### src/shared/rcap_consts.vh
// offsets, field positions and reset values for the remote capability register
`ifndef RCAP_CONSTS_VH
`define RCAP_CONSTS_VH
`define RCAP_ADDR_CAP1     8'h20
`define RCAP_ADDR_CAP2     8'h21
`define RCAP_CAP1_RESET    8'h00
`define RCAP_CAP2_RESET    2'h0
`define RCAP_BIT_HOLD      7
`define RCAP_BIT_CODE0     6
`define RCAP_BIT_FREQ      5
`define RCAP_BIT_EQ        4
`define RCAP_BIT_TWO_LANE  3
`define RCAP_BIT_ROLE      2
`define RCAP_MODE_NORMAL   3'h0
`define RCAP_MODE_HS1      3'h1
`define RCAP_MODE_HS2      3'h2
`define RCAP_MODE_HS4      3'h3
`endif

### src/rtl/rcap_port_store.v
// capability storage for one link port
`timescale 1ns/1ps
`default_nettype none
`include "rcap_consts.vh"
module rcap_port_store (
  // clock and reset
  input  wire       core_clk,
  input  wire       nrst,
  input  wire       clk_en,
  // software write
  input  wire       sw_wr1,
  input  wire       sw_wr2,
  input  wire [7:0] sw_wdata,
  // control channel load
  input  wire       cc_load,
  input  wire [5:0] cc_cap1,
  input  wire [1:0] cc_cap2,
  // stored values
  output reg  [7:0] cap1,
  output reg  [1:0] cap2
);
  wire hold = cap1[`RCAP_BIT_HOLD];

  always @(posedge core_clk or negedge nrst) begin
    if (!nrst) begin
      cap1 <= `RCAP_CAP1_RESET;
      cap2 <= `RCAP_CAP2_RESET;
    end else if (clk_en) begin
      // software write wins over an auto load in the same cycle
      if (sw_wr1) begin
        cap1 <= {sw_wdata[7:2], 2'h0}; // RULE2
      end else if (cc_load && !hold) begin // RULE1
        // top bit of the channel word is dropped: hold is never auto-loaded
        cap1 <= {1'b0, cc_cap1[4:0], 2'h0}; // RULE4
      end
      if (sw_wr2) begin
        cap2 <= sw_wdata[1:0]; // RULE2
      end else if (cc_load && !hold && !sw_wr1) begin // RULE1
        cap2 <= cc_cap2; // RULE4
      end
    end
  end
endmodule
`default_nettype wire

### src/rtl/rcap_top.v
// remote capability register bank, two ports, register access and decode
//
// How it works
// RULE1 - hold bit stops control channel reloads
// RULE2 - held values are last written ones
// RULE3 - bit six is mode code lsb
// RULE4 - after lock, load fields from channel
// RULE5 - software writing fields must set hold; code keeps written bit seven, so writing it clear leaves reloads on
// RULE6 - bit five requests frequency training pattern
// RULE7 - bit four requests equalisation pattern, reset zero
// RULE8 - bit three reports two lane capability
// RULE9 - bit two gives primary/secondary channel role
// RULE10 - port select reaches port one copy
// RULE11 - select ignored when secondary address enabled
// RULE12 - decode three bit control channel mode
// RULE13 - independent storage and hold per port
`timescale 1ns/1ps
`default_nettype none
`include "rcap_consts.vh"
module rcap_top (
  // clock and reset
  input  wire       core_clk,
  input  wire       nrst,
  input  wire       clk_en,
  // register access from the register logic
  input  wire       reg_wr,
  input  wire       reg_rd,
  input  wire [7:0] reg_addr,
  input  wire [7:0] reg_wdata,
  input  wire       reg_via_secondary,
  input  wire       second_port_select,
  input  wire       secondary_address_enable,
  output reg  [7:0] reg_rdata,
  // receiver lock pins and control channel capability words
  input  wire       rx_lock0_pin,
  input  wire       rx_lock1_pin,
  input  wire       cc_valid0,
  input  wire [5:0] cc_cap1_0,
  input  wire [1:0] cc_cap2_0,
  input  wire       cc_valid1,
  input  wire [5:0] cc_cap1_1,
  input  wire [1:0] cc_cap2_1,
  // capabilities in use, port 0
  output reg  [2:0] fast_control_channel_code0,
  output reg        frequency_training_request0,
  output reg        equalisation_training_request0,
  output reg        two_lane_capable0,
  output reg        channel_role0,
  output reg  [1:0] gpio_lines0,
  // capabilities in use, port 1
  output reg  [2:0] fast_control_channel_code1,
  output reg        frequency_training_request1,
  output reg        equalisation_training_request1,
  output reg        two_lane_capable1,
  output reg        channel_role1,
  output reg  [1:0] gpio_lines1
);
  // lock comes from the link side, synchronise before use
  reg  [1:0] lock_meta;
  reg  [1:0] lock_sync;
  always @(posedge core_clk or negedge nrst) begin
    if (!nrst) begin
      lock_meta <= 2'h0;
      lock_sync <= 2'h0;
    end else if (clk_en) begin
      lock_meta <= {rx_lock1_pin, rx_lock0_pin};
      lock_sync <= lock_meta;
    end
  end

  // port one reached by the secondary address, or by select when that address is off
  wire to_port1 = secondary_address_enable ? reg_via_secondary
                                           : second_port_select; // RULE10 RULE11
  wire wr1 = reg_wr && (reg_addr == `RCAP_ADDR_CAP1);
  wire wr2 = reg_wr && (reg_addr == `RCAP_ADDR_CAP2);

  wire [7:0] cap1_p0;
  wire [1:0] cap2_p0;
  wire [7:0] cap1_p1;
  wire [1:0] cap2_p1;

  rcap_port_store u_port0 (
    .core_clk (core_clk),
    .nrst     (nrst),
    .clk_en   (clk_en),
    .sw_wr1   (wr1 && !to_port1), // RULE13
    .sw_wr2   (wr2 && !to_port1),
    .sw_wdata (reg_wdata),
    .cc_load  (cc_valid0 && lock_sync[0]), // RULE4
    .cc_cap1  (cc_cap1_0),
    .cc_cap2  (cc_cap2_0),
    .cap1     (cap1_p0),
    .cap2     (cap2_p0)
  );

  rcap_port_store u_port1 (
    .core_clk (core_clk),
    .nrst     (nrst),
    .clk_en   (clk_en),
    .sw_wr1   (wr1 && to_port1), // RULE13
    .sw_wr2   (wr2 && to_port1),
    .sw_wdata (reg_wdata),
    .cc_load  (cc_valid1 && lock_sync[1]), // RULE4
    .cc_cap1  (cc_cap1_1),
    .cc_cap2  (cc_cap2_1),
    .cap1     (cap1_p1),
    .cap2     (cap2_p1)
  );

  // number of high speed gpio lines as log2 plus one (1, 2, 3 for HS1, HS2, HS4); 0 means normal frame or an unused code 4 to 7
  function [1:0] mode_lines;
    input [2:0] code;
    begin
      case (code)
        `RCAP_MODE_HS1: mode_lines = 2'h1; // RULE12
        `RCAP_MODE_HS2: mode_lines = 2'h2; // RULE12
        `RCAP_MODE_HS4: mode_lines = 2'h3; // RULE12
        default:        mode_lines = 2'h0;
      endcase
    end
  endfunction

  wire [7:0] sel_cap1 = to_port1 ? cap1_p1 : cap1_p0; // RULE10
  wire [1:0] sel_cap2 = to_port1 ? cap2_p1 : cap2_p0;

  always @(posedge core_clk or negedge nrst) begin
    if (!nrst) begin
      reg_rdata <= 8'h00;
      fast_control_channel_code0     <= 3'h0;
      frequency_training_request0    <= 1'b0;
      equalisation_training_request0 <= 1'b0;
      two_lane_capable0              <= 1'b0;
      channel_role0                  <= 1'b0;
      gpio_lines0                    <= 2'h0;
      fast_control_channel_code1     <= 3'h0;
      frequency_training_request1    <= 1'b0;
      equalisation_training_request1 <= 1'b0;
      two_lane_capable1              <= 1'b0;
      channel_role1                  <= 1'b0;
      gpio_lines1                    <= 2'h0;
    end else if (clk_en) begin
      // unmapped addresses read zero; reserved cap2 bits read zero
      if (reg_rd) begin
        if (reg_addr == `RCAP_ADDR_CAP1) begin
          reg_rdata <= sel_cap1;
        end else if (reg_addr == `RCAP_ADDR_CAP2) begin
          reg_rdata <= {6'h00, sel_cap2};
        end else begin
          reg_rdata <= 8'h00;
        end
      end
      fast_control_channel_code0     <= {cap2_p0, cap1_p0[`RCAP_BIT_CODE0]}; // RULE3
      frequency_training_request0    <= cap1_p0[`RCAP_BIT_FREQ]; // RULE6
      equalisation_training_request0 <= cap1_p0[`RCAP_BIT_EQ]; // RULE7
      two_lane_capable0              <= cap1_p0[`RCAP_BIT_TWO_LANE]; // RULE8
      channel_role0                  <= cap1_p0[`RCAP_BIT_ROLE]; // RULE9
      gpio_lines0                    <= mode_lines({cap2_p0, cap1_p0[`RCAP_BIT_CODE0]});
      fast_control_channel_code1     <= {cap2_p1, cap1_p1[`RCAP_BIT_CODE0]}; // RULE3
      frequency_training_request1    <= cap1_p1[`RCAP_BIT_FREQ]; // RULE6
      equalisation_training_request1 <= cap1_p1[`RCAP_BIT_EQ]; // RULE7
      two_lane_capable1              <= cap1_p1[`RCAP_BIT_TWO_LANE]; // RULE8
      channel_role1                  <= cap1_p1[`RCAP_BIT_ROLE]; // RULE9
      gpio_lines1                    <= mode_lines({cap2_p1, cap1_p1[`RCAP_BIT_CODE0]});
    end
  end
endmodule
`default_nettype wire

### config.mk
export PLATFORM = sky130hd
export DESIGN_NAME = rcap_top
export DESIGN_NICKNAME = d
export VERILOG_FILES = /design/src/rtl/rcap_port_store.v /design/src/rtl/rcap_top.v
export VERILOG_INCLUDE_DIRS = /design/src /design/src/shared
export SDC_FILE = /design/constraint.sdc
export NUM_CORES = 1
export LEC_CHECK = 0
export BUFFER_PORTS_ARGS = -buffer_cell sky130_fd_sc_hd__buf_2
export CORE_AREA = 2 2 69 78
export DETAILED_ROUTE_END_ITERATION = 10
export DIE_AREA = 0 0 71 80
export GPL_ROUTABILITY_DRIVEN = 0
export PLACE_DENSITY = 0.79
export SETUP_SLACK_MARGIN = 0.2
export SYNTH_ARGS = -nofsm -noshare
export SYNTH_HDL_FRONTEND = slang
export SYNTH_SLANG_ARGS = --single-unit
export TNS_END_PERCENT = 1
### constraint.sdc
create_clock -name core_clk -period 1.5 [get_ports core_clk]
set_input_delay 0.225 -clock core_clk [delete_from_list [all_inputs] [get_ports core_clk]]
set_output_delay 0.225 -clock core_clk [all_outputs]
set_load 0.01 [all_outputs]
# Yosys cells after proc, flatten, opt, wreduce, memory -nomap -nowiden
# Cells that the tools add are included.
classes:
  n_eq_ne: 8
  muxes: 15
  n_reduce_logical: 26
op_table:
  columns: ["op", "count"]
  rows:
  - ["8-bit 2-to-1 mux", 6]
  - ["8-bit by 6-bit == test with 1-bit output (second input constant)", 2]
  - ["3-bit by 2-bit == test with 1-bit output (second input constant)", 4]
  - ["1-bit logical AND", 12]
  - ["2-bit 2-to-1 mux", 6]
  - ["2-bit case mux with 3 select lines", 2]
  - ["2-bit AND reduction", 5]
  - ["2-bit nonzero test", 4]
  - ["3-bit by 1-bit == test with 1-bit output (second input constant)", 2]
  - ["1-bit zero test", 5]
  - ["1-bit 2-to-1 mux", 1]
totals:
  register_bits: 50
  in_bits: 44
  out_inout_bits: 26
  elab_cells: 68

# Logic depth before layout (Yosys ltp)
# Gate-level depths: netlist of run 1.
depth:
  depth_word: 7
  mapped_depth: 6
  depth_no_buf: 4

# Cells and area by module
# Synthesis of run 1 repeated with hierarchy kept, for this count alone.
unflattened:
  cells_unflattened: 171
  area_unflattened_um2: 2217.1
modules_own_cells:
  columns: ["module", "n_inst", "cells_per_inst", "area_per_inst_um2", "seq_area_each_um2"]
  rows:
  - ["rcap_top", 1, 107, 1348.8, 750.7]
  - ["rcap_port_store", 2, 32, 434.2, 200.2]

# Least setup slack after synthesis of run 1
# OpenSTA, ideal clock, no wires.
synth_path:
  kind: "in2reg"
  start: "in reg_addr[6]"
  end: "reg u_port0.cap1[7]"
  t_arrival_ns: 1.850
  t_required_ns: 1.375
  path_slack_ns: -0.475
  stages: 5
  path_buffers: 1
  cell_sequence: "or4_4 -> or3_4 -> or3_1 -> buf_6 -> mux2_4"
synth_between:
  elab_chain_len: 5
synth_rtl:
  columns: ["item", "line_no", "text"]
  rows:
  - ["start: declaration", "rcap_top.v:28", "input wire [7:0] reg_addr,"]
  - ["8-bit by 6-bit == test with 1-bit output (no line) (*)", null, null]
  - ["1-bit logical AND (*)", "rcap_top.v:74", "wire wr1 = reg_wr && (reg_addr == `RCAP_ADDR_CAP1);"]
  - ["1-bit logical AND (*)", "rcap_top.v:86", ".sw_wr1 (wr1 && !to_port1),"]
  - ["2-bit nonzero test (no line)", null, null]
  - ["2-bit AND reduction (no line)", null, null]
  - ["end signal: assignment", "rcap_port_store.v:26", "cap1 <= `RCAP_CAP1_RESET;"]
  - ["end signal: assignment", "rcap_port_store.v:31", "cap1 <= {sw_wdata[7:2], 2'h0};"]
  - ["end signal: assignment", "rcap_port_store.v:34", "cap1 <= {1'b0, cc_cap1[4:0], 2'h0};"]
  - ["end: declaration", "rcap_port_store.v:19", "output reg [7:0] cap1,"]
# Every way passes the cells marked *; elsewhere a longest branch is shown, timed or not.
# A chain may end at the register's enable or synchronous reset.

# Worst setup path after layout of run 1
layout_path:
  start: "in reg_addr[2]"
  end: "reg u_port0.cap1[7]"
# The elaborated chain is that of the path after synthesis.

==> results of run 1 <==
[sequential cells by signal, summed over array words and instances (netlist names)]
register	cells
gpio_lines0	2
channel_role0	1
lock_meta	2
u_port1.cap1	6
two_lane_capable0	1
reg_rdata	8
frequency_training_request1	1
frequency_training_request0	1
two_lane_capable1	1
u_port0.cap2	2
channel_role1	1
fast_control_channel_code0	3
equalisation_training_request1	1
u_port0.cap1	6
equalisation_training_request0	1
gpio_lines1	2
lock_sync	2
u_port1.cap2	2
fast_control_channel_code1	3
[power groups by stage]
stage	combinational [W]	sequential, W	clock [W]
2_1_floorplan	0.000413	0.00174	0
3_3_place_gp	0.000816	0.00172	0
3_5_place_dp	0.000848	0.00173	0
4_1_cts	0.000862	0.00171	0.000783
5_1_grt	0.000940	0.00175	0.000831
6_report	0.000855	0.00171	0.000775
[per-layer routing]
layer,track usage (%),part of all wire (%),vias to the layer above
met2,30.56,48,70
li1,-,-,835
met4,7.547,1.8,0
met3,4.545,7.1,9
met1,26.02,43,845
met5,0,0,-
[final cells by class]
cell class                 count  share of cell area (%)
multi-input combinational    117                   33.44
tap                           58                   2.572
timing repair buffer          91                   19.02
clock buffer                   7                   3.060
inverter                       7                  0.9313
clock inverter                 1                  0.1774
sequential                    46                   40.80
[worst max-delay path by stage]
stage                                        to        start  slack [ps]  cells after the start
floorplan           u_port0.cap1[7]$_DFFE_PN0P_  reg_addr[6]        -470                      5
global placement    u_port1.cap1[7]$_DFFE_PN0P_  reg_addr[6]        -640                      5
detailed placement  u_port1.cap1[7]$_DFFE_PN0P_  reg_addr[6]        -640                      5
CTS                 u_port1.cap1[7]$_DFFE_PN0P_  reg_addr[2]        -250                      5
global route        u_port0.cap1[7]$_DFFE_PN0P_  reg_addr[2]        -240                      5
finish              u_port0.cap1[7]$_DFFE_PN0P_  reg_addr[2]        -220                      5
[cells in the mapped netlist (all sizes together), types with 2 or more instances]
library cell   n  area [sq um]
or4            2         18.77
inv            7         26.28
o21ai         22         110.1
o31ai          2         15.01
nor2          10         37.54
or3            3         23.77
nand2         13         48.80
nand3b         4         30.03
nand4          4         25.02
dfrtp         46          1151
clkbuf         7         26.28
o221a         10         112.6
and4b          2         20.02
mux2          29         334.1
mux2i         11         110.1
buf            3         26.27
[what timing repair did]
action / in CTS / in global routing
setup endpoints to repair: 22 / 22
pin swaps: 4 / 1
hold endpoints to repair: 16 / 0
hold buffers: 1 / 0
resized for setup: 6 / 7
[placed cells by master, fill, tap and decap left out, types with 2 or more instances in the layout]
| cell type | n |
|---|---|
| nand3b_1 | 4 |
| mux2i_1 | 11 |
| o21ai_1 | 8 |
| inv_1 | 7 |
| nand2_1 | 13 |
| and4b_1 | 2 |
| o221a_1 | 2 |
| o31ai_1 | 2 |
| mux2_2 | 27 |
| clkbuf_8 | 6 |
| mux2_4 | 2 |
| or3_4 | 3 |
| o21ai_0 | 14 |
| o221a_2 | 8 |
| nand4_1 | 4 |
| dfrtp_1 | 46 |
| buf_2 | 66 |
| nor2_1 | 10 |
| buf_4 | 22 |
[cell families after synthesis]
kind of cell,Yosys count
AOI/OAI and AO/OA,34
buffers and inverters,17
and+or+nand+nor,43
DFF,46
muxes,40
[stage by stage]
| step | util [%] | hold slack, ps | area [sq um] | total power, W |
|---|---|---|---|---|
| floorplan | - | -70.59 | 2155 | 0.002158 |
| global placement | 55.02 | 167.8 | 2695 | 0.002534 |
| detailed placement | 55.02 | 179.0 | 2695 | 0.002580 |
| CTS | 57.60 | 150.4 | 2821 | 0.003354 |
| global route | 57.60 | 152.6 | 2821 | 0.003517 |
| finish | 57.60 | 150.6 | 2821 | 0.003336 |
[critical path, cell delays in order]
cell,delay [ps]
buf_6,90
or4_4,520
or3_4,380
or3_4,380
mux2_4,310
==> results.yml, run 1 <==
outcome:
  run_status: "finished, violations left"
  violations: "negative setup slack"
logic_synthesis:
  synth_xor_area_share_pct: 0
  ys.flop_type: "dfrtp_1"
  synthSimpleGateAreaFrac_pct: 11.27
  synth_top_family_by_area: "multiplexers"
  synth_seq_area_share_pct: 53.43
  synth_fa_ha_area_share_pct: 0
  synth_cell_types: 26
  synth_edf_count: 0
  syn_area_sq_um: 2155
  avgSynthCellArea_sq_um: 11.97
  yosysWarnings: 0
  synth_compound_area_share_pct: 11.03
  synth_seq_cells: 46
  synthArstFlopShare_pct: 100.0
  synthCells: 180
  synthMuxAreaShare_pct: 20.62
  synth_fp_nets: 224
critical_path:
  crit_arrival_ps: 1910
  r2r-start: "u_port0.cap1[7]$_DFFE_PN0P_"
  startpoint_type: "input pin"
  r2r_end: "u_port0.cap2[1]$_DFFE_PN0P_"
  worst-r2r-setup-slack_ps: 60
  cp-end-kind: "register"
  reg2reg_depth: 4
  cp_data_required_time_ps: 1690
  crit_type: "in2reg"
  crit_fanout: 6
layout:
  final.fill_count: 415
  finalNetCount: 312
  n_antenna_cell: 0
  fin_cells: 327
  seq_area_sq_um: 1151
  post_route_cells_drive_above_1_share_pct: 52.42
  syn_to_final_growth_pct: 30.95
  multi_input_area_sq_um: 943.4
clock_network:
  clkTransAtPathRegs_ps: 80
  post-cts-setup-buffers: 0
  htreeDepth: 2
  cts_root_buf: "clkbuf_8"
  cts-buffers-inserted: 5
  cts.path.max_buffers: 2
  cts_tree: "done"
  clock-sinks: 46
  clock_latency_ps: 300
timing:
  final-max-slew-violation-count: 0
  period_minus_slack_ps: 1719
  finalSetupTns_ps: -2218
  finalCritPeriodShare_pct: 114.6
  setup_viol: 15
  skew_ps: 5.050
  rsz0062_at_grt: "yes"
  timing.final.ws_setup_ps: -219.2
  timing.fmax_mhz: 581.7
  slew-limit-headroom_pct: 73.18
  hold_violations: 0
  tightestPinTransition_ps: 402.2
drt:
  firstDrtPassIters: 4
  drt_iter0_drc: 100
  wl_per_cell_um: 15.90
  drc_errors: 0
  drt-vias-per-instance: 5.379
  num_vias: 1759
  antenna_left: 0
  drt-total-wl_mm: 5.200
pwr:
  pwr_density_cell_nw_per_um2: 1182
  switching_share_pct: 29.44
  internal_power_w: 0.002354
  ir_worst_vdd_mv: 0.5364
  p_sw_w: 0.0009821
  p_leak_nw: 1.343
  power_frac_comb_pct: 25.6
  seq_power_share_pct: 51.2
  clock_power_share_pct: 23.2
die:
  die-area_sq_um: 5680
  die_h_um: 80
  core_sq_um: 4898
  rows: 27
  ios: 70
  die_x_um: 71
  initial_utilization_pct: 43.98
hold_path:
  hold_start: "rx_lock0_pin"
  holdPathStages: 2
  hold_end: "lock_meta[0]$_DFFE_PN0P_"
  hp-class: "in2reg"
grt:
  grt_max_degree: 31
  grt_pass1_wl_mm: 8.480
  grt_pass1_vias: 1726
  gr-total-overflow: 0
  track_usage_pct: 19.42
  antenna_found_initial: 0
job:
  maxCapViolCount: 0
placed_design:
  dpl_worst_slack_ps: -644.8
  dp.cells: 318
  io_buffer_count: 67
  dp_hpwl_mm: 4.008
No activity file was read; power rests on OpenSTA's default activity.
==> inputs of run 2 (changes only) <==
HOLD_SLACK_MARGIN = 0.06   (was default)
SKIP_LAST_GASP = 1   (was default)
==> run 2 against run 1 <==
Net effect: clock-buffer cell count did not move; critical path type unchanged; sequential share of layout area up 0.091 points; first-iteration DRC count increased by 7.0%; the run still ends with negative setup slack left; maximum frequency barely moved.
==> results.yml, run 2 (synthesis gave the netlist of run 1 again) <==
die:
  initial_utilization_pct: 43.98
  die_h_um: 80
  core_sq_um: 4898
  rows: 27
  die-area_sq_um: 5680
  die_x_um: 71
  ios: 70
timing:
  hold_ws_ps: 151.1
  skew_ps: 4.519
  finalSetupTns_ps: -2329
  finalCritPeriodShare_pct: 114.6
  slew-limit-headroom_pct: 72.76
  hold_violations: 0
  timing.final.ws_setup_ps: -219.7
  period_minus_slack_ps: 1720
  rsz0062_at_grt: "yes"
  final-max-slew-violation-count: 0
  tightestPinTransition_ps: 408.6
  timing.fmax_mhz: 581.5
  setup_viol: 18
layout:
  finalNetCount: 312
  final_cell_mix: "66 x buf_2, 46 x dfrtp_1, 27 x mux2_2, 22 x o21ai_0, 22 x buf_4"
  n_antenna_cell: 0
  largest_reg_flops: 8
  final_common_cell: "buf_2"
  regMostFlops: "reg_rdata"
  post_route_cells_drive_above_1_share_pct: 52.04
  reg_top3: "reg_rdata x8, u_port0.cap1 x6, u_port1.cap1 x6"
  syn_to_final_growth_pct: 30.66
  fin_cells: 327
drt:
  num_vias: 1770
  drt_iter0_drc: 107
  drt-vias-per-instance: 5.413
  drt-total-wl_mm: 5.192
  firstDrtPassIters: 5
  antenna_left: 0
  drc_errors: 0
  wl_per_cell_um: 15.88
clock_network:
  post-cts-setup-buffers: 0
  cts_root_buf: "clkbuf_8"
  clkTransAtPathRegs_ps: 80
  cts-buffers-inserted: 5
  cts.path.max_buffers: 2
  clock-sinks: 46
  htreeDepth: 2
  cts_tree: "done"
  clock_latency_ps: 300
grt:
  met1_usage_pct: 26.02
  grt_max_degree: 31
  grtUsageMet3_pct: 4.545
  gr-total-overflow: 0
  busiest_layer: "met2"
  antenna_found_initial: 0
  track_usage_pct: 19.42
  grt_pass1_wl_mm: 8.480
  grt_pass1_vias: 1724
  use_met2_pct: 30.56
critical_path:
  startpoint_type: "input pin"
  crit_type: "in2reg"
  worst-r2r-setup-slack_ps: 60
  crit_end: "u_port0.cap1[7]$_DFFE_PN0P_"
  crit_arrival_ps: 1910
  worstSetupStartpoint: "reg_addr[2]"
  cp_data_required_time_ps: 1690
  r2r_end: "u_port0.cap2[1]$_DFFE_PN0P_"
  r2r-start: "u_port0.cap1[7]$_DFFE_PN0P_"
  crit_fanout: 6
  cp-end-kind: "register"
  reg2reg_depth: 4
pwr:
  ir_worst_vdd_mv: 0.5377
  pwr_density_cell_nw_per_um2: 1183
  p_leak_nw: 1.344
job:
  maxCapViolCount: 0
placed_design:
  dp.cells: 318
  io_buffer_count: 67
  dp_hpwl_mm: 4.008
outcome:
  violations: "negative setup slack"
  run_status: "finished, violations left"
hold_path:
  hp-class: "in2reg"
run 2: cell counts in the layout (fill, tap and decap cells not counted):
No cell type changed its count.
run 2: final cells by class:
class,instances,area [sq um]
Sequential cell,46,1151
Clock inverter,1,5.005
Inverter,7,26.28
Clock buffer,7,86.33
Multi-Input combinational cell,117,937.1
Timing Repair Buffer,91,536.8
Fill cell,414,2083
Tap cell,58,72.57
run 2: where the power goes:
group	internal [W]	switching, W
clock	0.000372	0.000402
combinational	0.000472	0.000378
sequential	0.00151	0.000200
total	0.00235	0.000980
run 2: worst max-delay path, stage by stage:
cell and delay, ps:
buf_6 90, or4_4 520, or3_4 380, or3_4 380
mux2_4 310
run 2: per-stage QoR:
step	utilization, %	cell area [sq um]	power, W	worst slack, ps
floorplan	-	2155	0.002158	-474.9
global placement	55.02	2695	0.002534	-635.4
detailed placement	55.02	2695	0.002580	-644.8
CTS	57.47	2815	0.003353	-250.6
global route	57.47	2815	0.003511	-241.6
finish	57.47	2815	0.003331	-219.7
run 2: metal layers:
layer	vias to the layer above	wire, um
li1	836	-
met1	846	2176
met2	79	2490
met3	9	431
met4	0	93
met5	-	0
run 2: timing repair:
item | CTS | global route
pin swaps | 3 | 1
hold buffers | 1 | 0
resized for setup | 4 | 0
endpoints found under the hold margin | 16 | 0
setup endpoints to repair | 22 | 22
run 2: how the worst min path moves through the flow:
stage / slack (ps) / start / endpoint / depth (start not counted)
after global routing: 150 / rx_lock0_pin / lock_meta[0]$_DFFE_PN0P_ / 2
after global placement: 170 / nrst / channel_role1$_DFFE_PN0P_ / 1
after floorplan: -70 / nrst / channel_role0$_DFFE_PN0P_ / 0
after CTS: 150 / rx_lock0_pin / lock_meta[0]$_DFFE_PN0P_ / 2
final: 150 / rx_lock0_pin / lock_meta[0]$_DFFE_PN0P_ / 2
after detailed placement: 180 / nrst / two_lane_capable1$_DFFE_PN0P_ / 1
